==> src/hdl/itp_pkg.sv <==
// constants and types shared by the two-wire target port
package itp_pkg;
  localparam int CLK_HZ = 25000000;
  localparam int WDT_SHORT_MS = 1;
  localparam int WDT_LONG_MS = 50;
  localparam int MS_PER_S = 1000;
  localparam int WDT_SHORT_CYCLES = WDT_SHORT_MS * (CLK_HZ / MS_PER_S);
  localparam int WDT_LONG_CYCLES = WDT_LONG_MS * (CLK_HZ / MS_PER_S);
  localparam int WDT_CNT_W = 21;
  localparam logic [5:0] TARGET_ADDR_HI = 6'h34;
  localparam logic [7:0] NVCONF_ADDR = 8'h70;
  localparam logic [7:0] NVCONF_RESET = 8'h00;
  localparam logic [7:0] PTR_RESET = 8'h00;
  localparam int NVCONF_SPI_EN_BIT = 0;
  localparam int NVCONF_WDT_SEL_BIT = 1;
  localparam int NVCONF_WDT_EN_BIT = 2;
  localparam logic [3:0] BITS_PER_BYTE = 4'h8;
  localparam logic [3:0] LAST_TX_BIT = 4'h7;
  typedef enum logic [2:0] {ST_IDLE, ST_RX, ST_ACK, ST_TX, ST_MACK, ST_WAIT} itp_state_t;
  typedef enum logic [1:0] {KIND_ADDR, KIND_REG, KIND_DATA} itp_kind_t;
endpackage

==> src/hdl/itp_wdt_if.sv <==
// watchdog hookup between the target port and its lock-up timer
`timescale 1ns/1ps
interface itp_wdt_if;
  logic enable;
  logic longSel;
  logic holding;
  logic activity;
  logic timeout;
  modport port (output enable, output longSel, output holding, output activity, input timeout);
  modport wdt (input enable, input longSel, input holding, input activity, output timeout);
endinterface

==> src/hdl/itp_wdt.sv <==
// lock-up watchdog: times how long the port holds the data line without bus activity
`timescale 1ns/1ps
module itp_wdt #(
  parameter int SHORT_CYCLES = itp_pkg::WDT_SHORT_CYCLES,
  parameter int LONG_CYCLES = itp_pkg::WDT_LONG_CYCLES
) (
  input wire logic clk_sys,
  input wire logic resetn,
  itp_wdt_if.wdt wd
);
  localparam logic [itp_pkg::WDT_CNT_W-1:0] SHORT_LIMIT = itp_pkg::WDT_CNT_W'(SHORT_CYCLES - 1);
  localparam logic [itp_pkg::WDT_CNT_W-1:0] LONG_LIMIT = itp_pkg::WDT_CNT_W'(LONG_CYCLES - 1);
  logic [itp_pkg::WDT_CNT_W-1:0] cnt_reg;
  logic [itp_pkg::WDT_CNT_W-1:0] cnt_next;
  logic timeout_reg;
  wire logic [itp_pkg::WDT_CNT_W-1:0] limit = wd.longSel ? LONG_LIMIT : SHORT_LIMIT;
  wire logic armed = wd.enable & wd.holding & ~wd.activity;
  wire logic expired = armed & (cnt_reg == limit);
  assign cnt_next = (armed & ~expired) ? cnt_reg + 1'b1 : '0;
  assign wd.timeout = timeout_reg;
  always_ff @(posedge clk_sys) begin
    if (!resetn) begin
      cnt_reg <= '0;
      timeout_reg <= 1'b0;
    end else begin
      cnt_reg <= cnt_next;
      timeout_reg <= expired;
    end
  end
endmodule

==> src/hdl/imu_i2c_target_port.sv <==
// two-wire target port: address match, register pointer, byte transfers, protocol select
`timescale 1ns/1ps
module imu_i2c_target_port #(
  parameter int WDT_SHORT_CYCLES = itp_pkg::WDT_SHORT_CYCLES,
  parameter int WDT_LONG_CYCLES = itp_pkg::WDT_LONG_CYCLES
) (
  input wire logic clk_sys,
  input wire logic resetn,
  input wire logic primary_serial_clock_pin,
  input wire logic primary_serial_data_pin_in,
  output logic primary_serial_data_pin_out,
  output logic primary_serial_data_pin_oe,
  input wire logic address_select_pin,
  input wire logic chip_select_pin,
  output logic [7:0] regAddr,
  output logic [7:0] regWrData,
  output logic regWrStrobe,
  input wire logic [7:0] regRdData,
  output logic [7:0] nonvolatile_interface_config,
  output logic spiModeActive
);
  itp_wdt_if wd ();
  itp_wdt #(.SHORT_CYCLES(WDT_SHORT_CYCLES), .LONG_CYCLES(WDT_LONG_CYCLES)) u_wdt (
    .clk_sys(clk_sys),
    .resetn(resetn),
    .wd(wd)
  );

  // pin synchronisers; the third stage only serves edge detection
  logic sclMeta_reg, sclSync_reg, sclPrev_reg;
  logic sdaMeta_reg, sdaSync_reg, sdaPrev_reg;
  logic selMeta_reg, selSync_reg;
  logic csMeta_reg, csSync_reg, csPrev_reg;
  always_ff @(posedge clk_sys) begin
    if (!resetn) begin
      {sclMeta_reg, sclSync_reg, sclPrev_reg} <= 3'h7;
      {sdaMeta_reg, sdaSync_reg, sdaPrev_reg} <= 3'h7;
      {selMeta_reg, selSync_reg} <= 2'h0;
      {csMeta_reg, csSync_reg, csPrev_reg} <= 3'h7;
    end else begin
      {sclMeta_reg, sclSync_reg, sclPrev_reg} <= {primary_serial_clock_pin, sclMeta_reg, sclSync_reg};
      {sdaMeta_reg, sdaSync_reg, sdaPrev_reg} <= {primary_serial_data_pin_in, sdaMeta_reg, sdaSync_reg};
      {selMeta_reg, selSync_reg} <= {address_select_pin, selMeta_reg};
      {csMeta_reg, csSync_reg, csPrev_reg} <= {chip_select_pin, csMeta_reg, csSync_reg};
    end
  end

  // edges are found by oversampling, so any bus speed up to 1 MHz fits 25 MHz sampling
  wire logic sclRise = sclSync_reg & ~sclPrev_reg;
  wire logic sclFall = ~sclSync_reg & sclPrev_reg;
  wire logic startSeen = sclSync_reg & sclPrev_reg & sdaPrev_reg & ~sdaSync_reg;
  wire logic stopSeen = sclSync_reg & sclPrev_reg & ~sdaPrev_reg & sdaSync_reg;
  wire logic csRise = csSync_reg & ~csPrev_reg;

  itp_pkg::itp_state_t state_reg, state_next;
  itp_pkg::itp_kind_t kind_reg, kind_next;
  logic [7:0] shift_reg, shift_next;
  logic [3:0] bitCnt_reg, bitCnt_next;
  logic [7:0] ptr_reg, ptr_next;
  logic [7:0] rdStart_reg, rdStart_next;
  logic [7:0] nvConf_reg, nvConf_next;
  logic [7:0] wrData_reg, wrData_next;
  logic wrStrobe_reg, wrStrobe_next;
  logic oe_reg, oe_next;
  logic rw_reg, rw_next;
  logic sawScl_reg, sawScl_next;
  logic spiSeen_reg;

  wire logic [6:0] targetAddr = {itp_pkg::TARGET_ADDR_HI, selSync_reg};
  wire logic addrMatch = (shift_reg[7:1] == targetAddr);
  wire logic ptrIsNv = (ptr_reg == itp_pkg::NVCONF_ADDR);
  wire logic [7:0] rdByte = ptrIsNv ? nvConf_reg : regRdData;
  // a pending acknowledge is finished first, so the write that sets the spi bit is still answered
  wire logic spiActive = (spiSeen_reg | nvConf_reg[itp_pkg::NVCONF_SPI_EN_BIT]) & ~oe_reg;

  assign wd.enable = nvConf_reg[itp_pkg::NVCONF_WDT_EN_BIT];
  assign wd.longSel = nvConf_reg[itp_pkg::NVCONF_WDT_SEL_BIT];
  assign wd.holding = oe_reg;
  assign wd.activity = sclRise | sclFall;

  always_comb begin
    state_next = state_reg;
    kind_next = kind_reg;
    shift_next = shift_reg;
    bitCnt_next = bitCnt_reg;
    ptr_next = ptr_reg;
    rdStart_next = rdStart_reg;
    nvConf_next = nvConf_reg;
    wrData_next = wrData_reg;
    wrStrobe_next = 1'b0;
    oe_next = oe_reg;
    rw_next = rw_reg;
    sawScl_next = sawScl_reg | sclFall;
    if (spiActive || wd.timeout) begin
      state_next = itp_pkg::ST_IDLE;
      oe_next = 1'b0;
    end else if (startSeen) begin
      state_next = itp_pkg::ST_RX;
      kind_next = itp_pkg::KIND_ADDR;
      bitCnt_next = '0;
      oe_next = 1'b0;
      sawScl_next = 1'b0;
    end else if (stopSeen && sawScl_reg) begin
      state_next = itp_pkg::ST_IDLE;
      oe_next = 1'b0;
    end else begin
      case (state_reg)
        itp_pkg::ST_RX: begin
          if (sclRise) begin
            shift_next = {shift_reg[6:0], sdaSync_reg};
            bitCnt_next = bitCnt_reg + 1'b1;
          end else if (sclFall && bitCnt_reg == itp_pkg::BITS_PER_BYTE) begin
            state_next = itp_pkg::ST_ACK;
            oe_next = 1'b1;
            case (kind_reg)
              itp_pkg::KIND_ADDR: begin
                rw_next = shift_reg[0];
                if (!addrMatch) begin
                  state_next = itp_pkg::ST_WAIT;
                  oe_next = 1'b0;
                end else if (shift_reg[0]) begin
                  ptr_next = rdStart_reg;
                end
              end
              itp_pkg::KIND_REG: begin
                ptr_next = shift_reg;
                rdStart_next = shift_reg;
              end
              default: begin
                wrData_next = shift_reg;
                wrStrobe_next = ~ptrIsNv;
                if (ptrIsNv) begin
                  nvConf_next = shift_reg;
                end
              end
            endcase
          end
        end
        itp_pkg::ST_ACK: begin
          if (sclFall) begin
            bitCnt_next = '0;
            if (kind_reg == itp_pkg::KIND_ADDR && rw_reg) begin
              state_next = itp_pkg::ST_TX;
              shift_next = rdByte;
              oe_next = ~rdByte[7];
            end else begin
              state_next = itp_pkg::ST_RX;
              oe_next = 1'b0;
              if (kind_reg == itp_pkg::KIND_ADDR) begin
                kind_next = itp_pkg::KIND_REG;
              end else if (kind_reg == itp_pkg::KIND_REG) begin
                kind_next = itp_pkg::KIND_DATA;
              end else begin
                ptr_next = ptr_reg + 1'b1;
              end
            end
          end
        end
        itp_pkg::ST_TX: begin
          if (sclFall) begin
            if (bitCnt_reg == itp_pkg::LAST_TX_BIT) begin
              state_next = itp_pkg::ST_MACK;
              oe_next = 1'b0;
            end else begin
              bitCnt_next = bitCnt_reg + 1'b1;
              shift_next = {shift_reg[6:0], 1'b0};
              oe_next = ~shift_reg[6];
            end
          end
        end
        itp_pkg::ST_MACK: begin
          if (sclRise) begin
            if (!sdaSync_reg) begin
              ptr_next = ptr_reg + 1'b1;
              state_next = itp_pkg::ST_ACK;
            end else begin
              state_next = itp_pkg::ST_WAIT;
            end
          end
        end
        itp_pkg::ST_IDLE, itp_pkg::ST_WAIT: begin
          oe_next = 1'b0;
        end
        default: begin
          state_next = itp_pkg::ST_IDLE;
          oe_next = 1'b0;
        end
      endcase
    end
  end

  always_ff @(posedge clk_sys) begin
    if (!resetn) begin
      state_reg <= itp_pkg::ST_IDLE;
      kind_reg <= itp_pkg::KIND_ADDR;
      shift_reg <= '0;
      bitCnt_reg <= '0;
      ptr_reg <= itp_pkg::PTR_RESET;
      rdStart_reg <= itp_pkg::PTR_RESET;
      nvConf_reg <= itp_pkg::NVCONF_RESET;
      wrData_reg <= '0;
      wrStrobe_reg <= 1'b0;
      oe_reg <= 1'b0;
      rw_reg <= 1'b0;
      sawScl_reg <= 1'b0;
      spiSeen_reg <= 1'b0;
    end else begin
      state_reg <= state_next;
      kind_reg <= kind_next;
      shift_reg <= shift_next;
      bitCnt_reg <= bitCnt_next;
      ptr_reg <= ptr_next;
      rdStart_reg <= rdStart_next;
      nvConf_reg <= nvConf_next;
      wrData_reg <= wrData_next;
      wrStrobe_reg <= wrStrobe_next;
      oe_reg <= oe_next;
      rw_reg <= rw_next;
      sawScl_reg <= sawScl_next;
      spiSeen_reg <= spiSeen_reg | csRise;
    end
  end

  // only the low level is ever driven; the clock line has no output at all
  assign primary_serial_data_pin_out = 1'b0;
  assign primary_serial_data_pin_oe = oe_reg;
  assign regAddr = ptr_reg;
  assign regWrData = wrData_reg;
  assign regWrStrobe = wrStrobe_reg;
  assign nonvolatile_interface_config = nvConf_reg;
  assign spiModeActive = spiActive;
endmodule

==> config.mk <==
export PLATFORM = sky130hd
export DESIGN_NAME = imu_i2c_target_port
export DESIGN_NICKNAME = d
export VERILOG_FILES = /design/src/hdl/itp_pkg.sv /design/src/hdl/itp_wdt_if.sv /design/src/hdl/itp_wdt.sv /design/src/hdl/imu_i2c_target_port.sv
export SDC_FILE = /design/constraint.sdc
export NUM_CORES = 1
export LEC_CHECK = 0
export ABC_AREA = 1
export BUFFER_PORTS_ARGS = -buffer_cell sky130_fd_sc_hd__buf_2
export CAP_MARGIN = 20
export CORE_MARGIN = 2
export CORE_UTILIZATION = 45
export CTS_BUF_LIST = sky130_fd_sc_hd__clkbuf_8
export CTS_CLUSTER_SIZE = 8
export DETAILED_ROUTE_END_ITERATION = 10
export PLACE_DENSITY = 0.71
export SYNTH_ARGS = -nofsm -noshare
export SYNTH_HDL_FRONTEND = slang
export SYNTH_HIERARCHICAL = 1
export SYNTH_SLANG_ARGS = --single-unit
==> constraint.sdc <==
create_clock -name clk_sys -period 3.9 [get_ports clk_sys]
set_input_delay 0.585 -clock clk_sys [delete_from_list [all_inputs] [get_ports clk_sys]]
set_output_delay 0.585 -clock clk_sys [all_outputs]
set_load 0.05 [all_outputs]
==> results_dict.tcl <==
set metrics [dict create \
    status "finished, final reports clean" \
    hold_viol 0 \
    antenna_left 0 \
    max_cap_viol_count 0 \
    cts_hold_buf 0 \
    yosysSeqAreaShare 0.365 \
    clock_path_buffers 2 \
    final_common_cell "nand2_1" \
    maxSlewViolCount 0 \
    finalClockSkew_ps 10.3 \
    reg2reg_from "state_reg[0]" \
    netlist_area_um2 4770 \
    crit_arrival_ps 2360 \
    ir_drop_v 0.000230 \
    start_kind "flop" \
    cts_max_level 3 \
    first_pass_iters 7 \
    clkSlewWorstSetupHoldPaths_ps 100 \
    yosysWarnings 6 \
    place_area_um2 5040 \
    drt-total-wl_um 11400 \
    worstSetupStartpoint "state_reg[0]" \
    diodes 0 \
    cts_tree "done" \
    yosysUniqueCellTypes 42 \
    final_cell_mix "nand2_1 (161), nor2_1 (135), inv_1 (92)" \
    fin_crit_sh 0.521 \
    p_leak_nw 2.25 \
    cts_setup_buffers 0 \
    grt_pass1_wl_um 19200 \
    timing.setup.tns_ps 0 \
    drive_gt1_frac 0.145 \
    slew_headroom 0.556 \
    place_congestion 0.916 \
    cp_max_fo 13 \
    final.min_clock_period_ps 2030 \
    synth-seq-cells 87 \
    syn-instance-count 716 \
    cts_buffers 9 \
    drc 0 \
    crit_family "simple AND/OR/NAND/NOR gates" \
    numPortBuffers 40 \
    fin_nets 775 \
    setup_violations 0 \
    crit_cells 10 \
    largest_register_ffs 21 \
    vias_per_cell 5.00 \
    fp.dieW_um 107 \
    cts_resized 0 \
    synthToLayoutAreaGrowth_pct 9.68 \
    cts.sinks 87 \
    wire_per_inst_um 12.7 \
    slowest_delay_ps 480 \
    grt_use_total 0.210 \
    dieArea_um2 11400 \
    syn_area_per_cell_um2 6.66 \
    criticalPathCategory "flop to flop" \
    r2r_end "regAddr[2]" \
    final_area_um2 5230 \
    clock_latency_ps 380 \
    initial_utilization 0.462 \
    grt_overflow 0 \
    pin_count 42 \
    grt_max_degree 36 \
    mappedNetlistNets 738 \
    fmax_mhz 492 \
    reg2reg_depth 10 \
    path_cells "inv_1 > nand3_1 > nand2_2 > inv_1 > nand2_1 > nand2_1 > inv_1 > nand4_1 > nand2_1 > nor2_1" \
    num_rows 37 \
    grt_pass1_vias 4122 \
    design.core.area_um2 10300 \
    path_buf_inv 3 \
    crit_path_top_delay_cell "nand3_1" \
    reg2reg_slack_ps 1870 \
    vias 4474 \
    num-fill-cells 1022 \
    die_height_um 107 \
    holdCritPathClass "input port to flop" \
    worstPathRequired_ps 4230 \
    p_per_area_nw_per_um2 370 \
    cts-root-buf "clkbuf_8" \
    cp-end-kind "flop" \
    timing.critical_path.to "regAddr[2]" \
    grt_setup_unrepaired "false" \
    worst_slew_pin_slew_ps 665 \
    drt_iter0_markers 309 \
    grt_antenna_before_repair 0 \
    dpl.hpwl_um 8550 \
]
## worst min-delay path by stage
| stage | startpoint | end | cells past startpoint |
|---|---|---|---|
| 3_3_place_gp | selMeta_reg | selSync_reg | 2 |
| 2_1_floorplan | selMeta_reg | selSync_reg | 2 |
| 3_5_place_dp | selMeta_reg | selSync_reg | 2 |
| 5_1_grt | primary_serial_data_pin_in | sdaMeta_reg | 2 |
| 6_report | address_select_pin | selMeta_reg | 3 |
| 4_1_cts | address_select_pin | selMeta_reg | 3 |
## tightest hold or removal path, stage by stage
cell and delay [ps]:
buf_2 70, nand2_1 40, inv_1 40
## per-stage QoR
step / std cells / power (mW) / util / hold WS [ps] / setup slack, ps
2_1_floorplan: 716 / 1.25 / - / 390 / 1890
3_3_place_gp: 878 / 1.32 / 0.488 / 394 / 1810
3_5_place_dp: 878 / 1.32 / 0.488 / 402 / 1740
4_1_cts: 894 / 1.95 / 0.507 / 371 / 1870
5_1_grt: 894 / 2.03 / 0.507 / 383 / 1610
6_report: 894 / 1.93 / 0.507 / 376 / 1870
## routing by layer
metal | GRT usage | part of all wire
met5 | 0 | 0
met1 | 0.283 | 0.48
met3 | 0.0383 | 0.057
met4 | 0.0807 | 0.021
met2 | 0.333 | 0.45
## synth_stat cells, drive strengths merged
cell	number	area, µm²
a21oi	29	149
a22oi	7	52.6
and3	2	13.8
buf	9	78.8
clkbuf	5	18.8
clkinv	2	8.75
conb	1	3.75
dfxtp	87	1740
ha	8	100
inv	98	368
nand2	175	707
nand3	47	293
nand3b	1	7.51
nand4	11	68.8
nor2	148	628
nor3	4	25.0
nor4	1	6.26
o211ai	1	7.51
o21ai	53	269
o21bai	2	18.8
o221ai	1	8.76
o31ai	2	20.0
or2	7	43.8
xnor2	4	35.0
xor2	11	96.3
## kinds of logic (layout without fill, tap and decap cells)
| kind of cell | Yosys count | after routing | share of synthesized area |
|---|---|---|---|
| AOI/OAI and AO/OA | 95 | 95 | 0.110 |
| other | 1 | 1 | 0.000786 |
| xor gates and xnor gates | 15 | 15 | 0.0275 |
| adders and majority gates | 8 | 8 | 0.0210 |
| DFF | 87 | 87 | 0.365 |
| buffers and inverters | 114 | 156 | 0.0994 |
| and+or+nand+nor | 396 | 396 | 0.376 |
## cell type report
| type | instances | area (µm²) | area share |
|---|---|---|---|
| Tap cell | 136 | 170 | 0.0325 |
| Inverter | 100 | 377 | 0.0720 |
| Clock buffer | 9 | 124 | 0.0237 |
| Timing Repair Buffer | 40 | 200 | 0.0383 |
| Multi-Input combinational cell | 515 | 2550 | 0.488 |
| Clock inverter | 7 | 65.1 | 0.0124 |
| Sequential cell | 87 | 1740 | 0.333 |
## power breakdown
| part | internal (mW) | switching, mW |
|---|---|---|
| Combinational | 0.0989 | 0.227 |
| Clock | 0.247 | 0.379 |
| Sequential | 0.927 | 0.0531 |
Note: power is estimated with default switching activity, not from simulation.
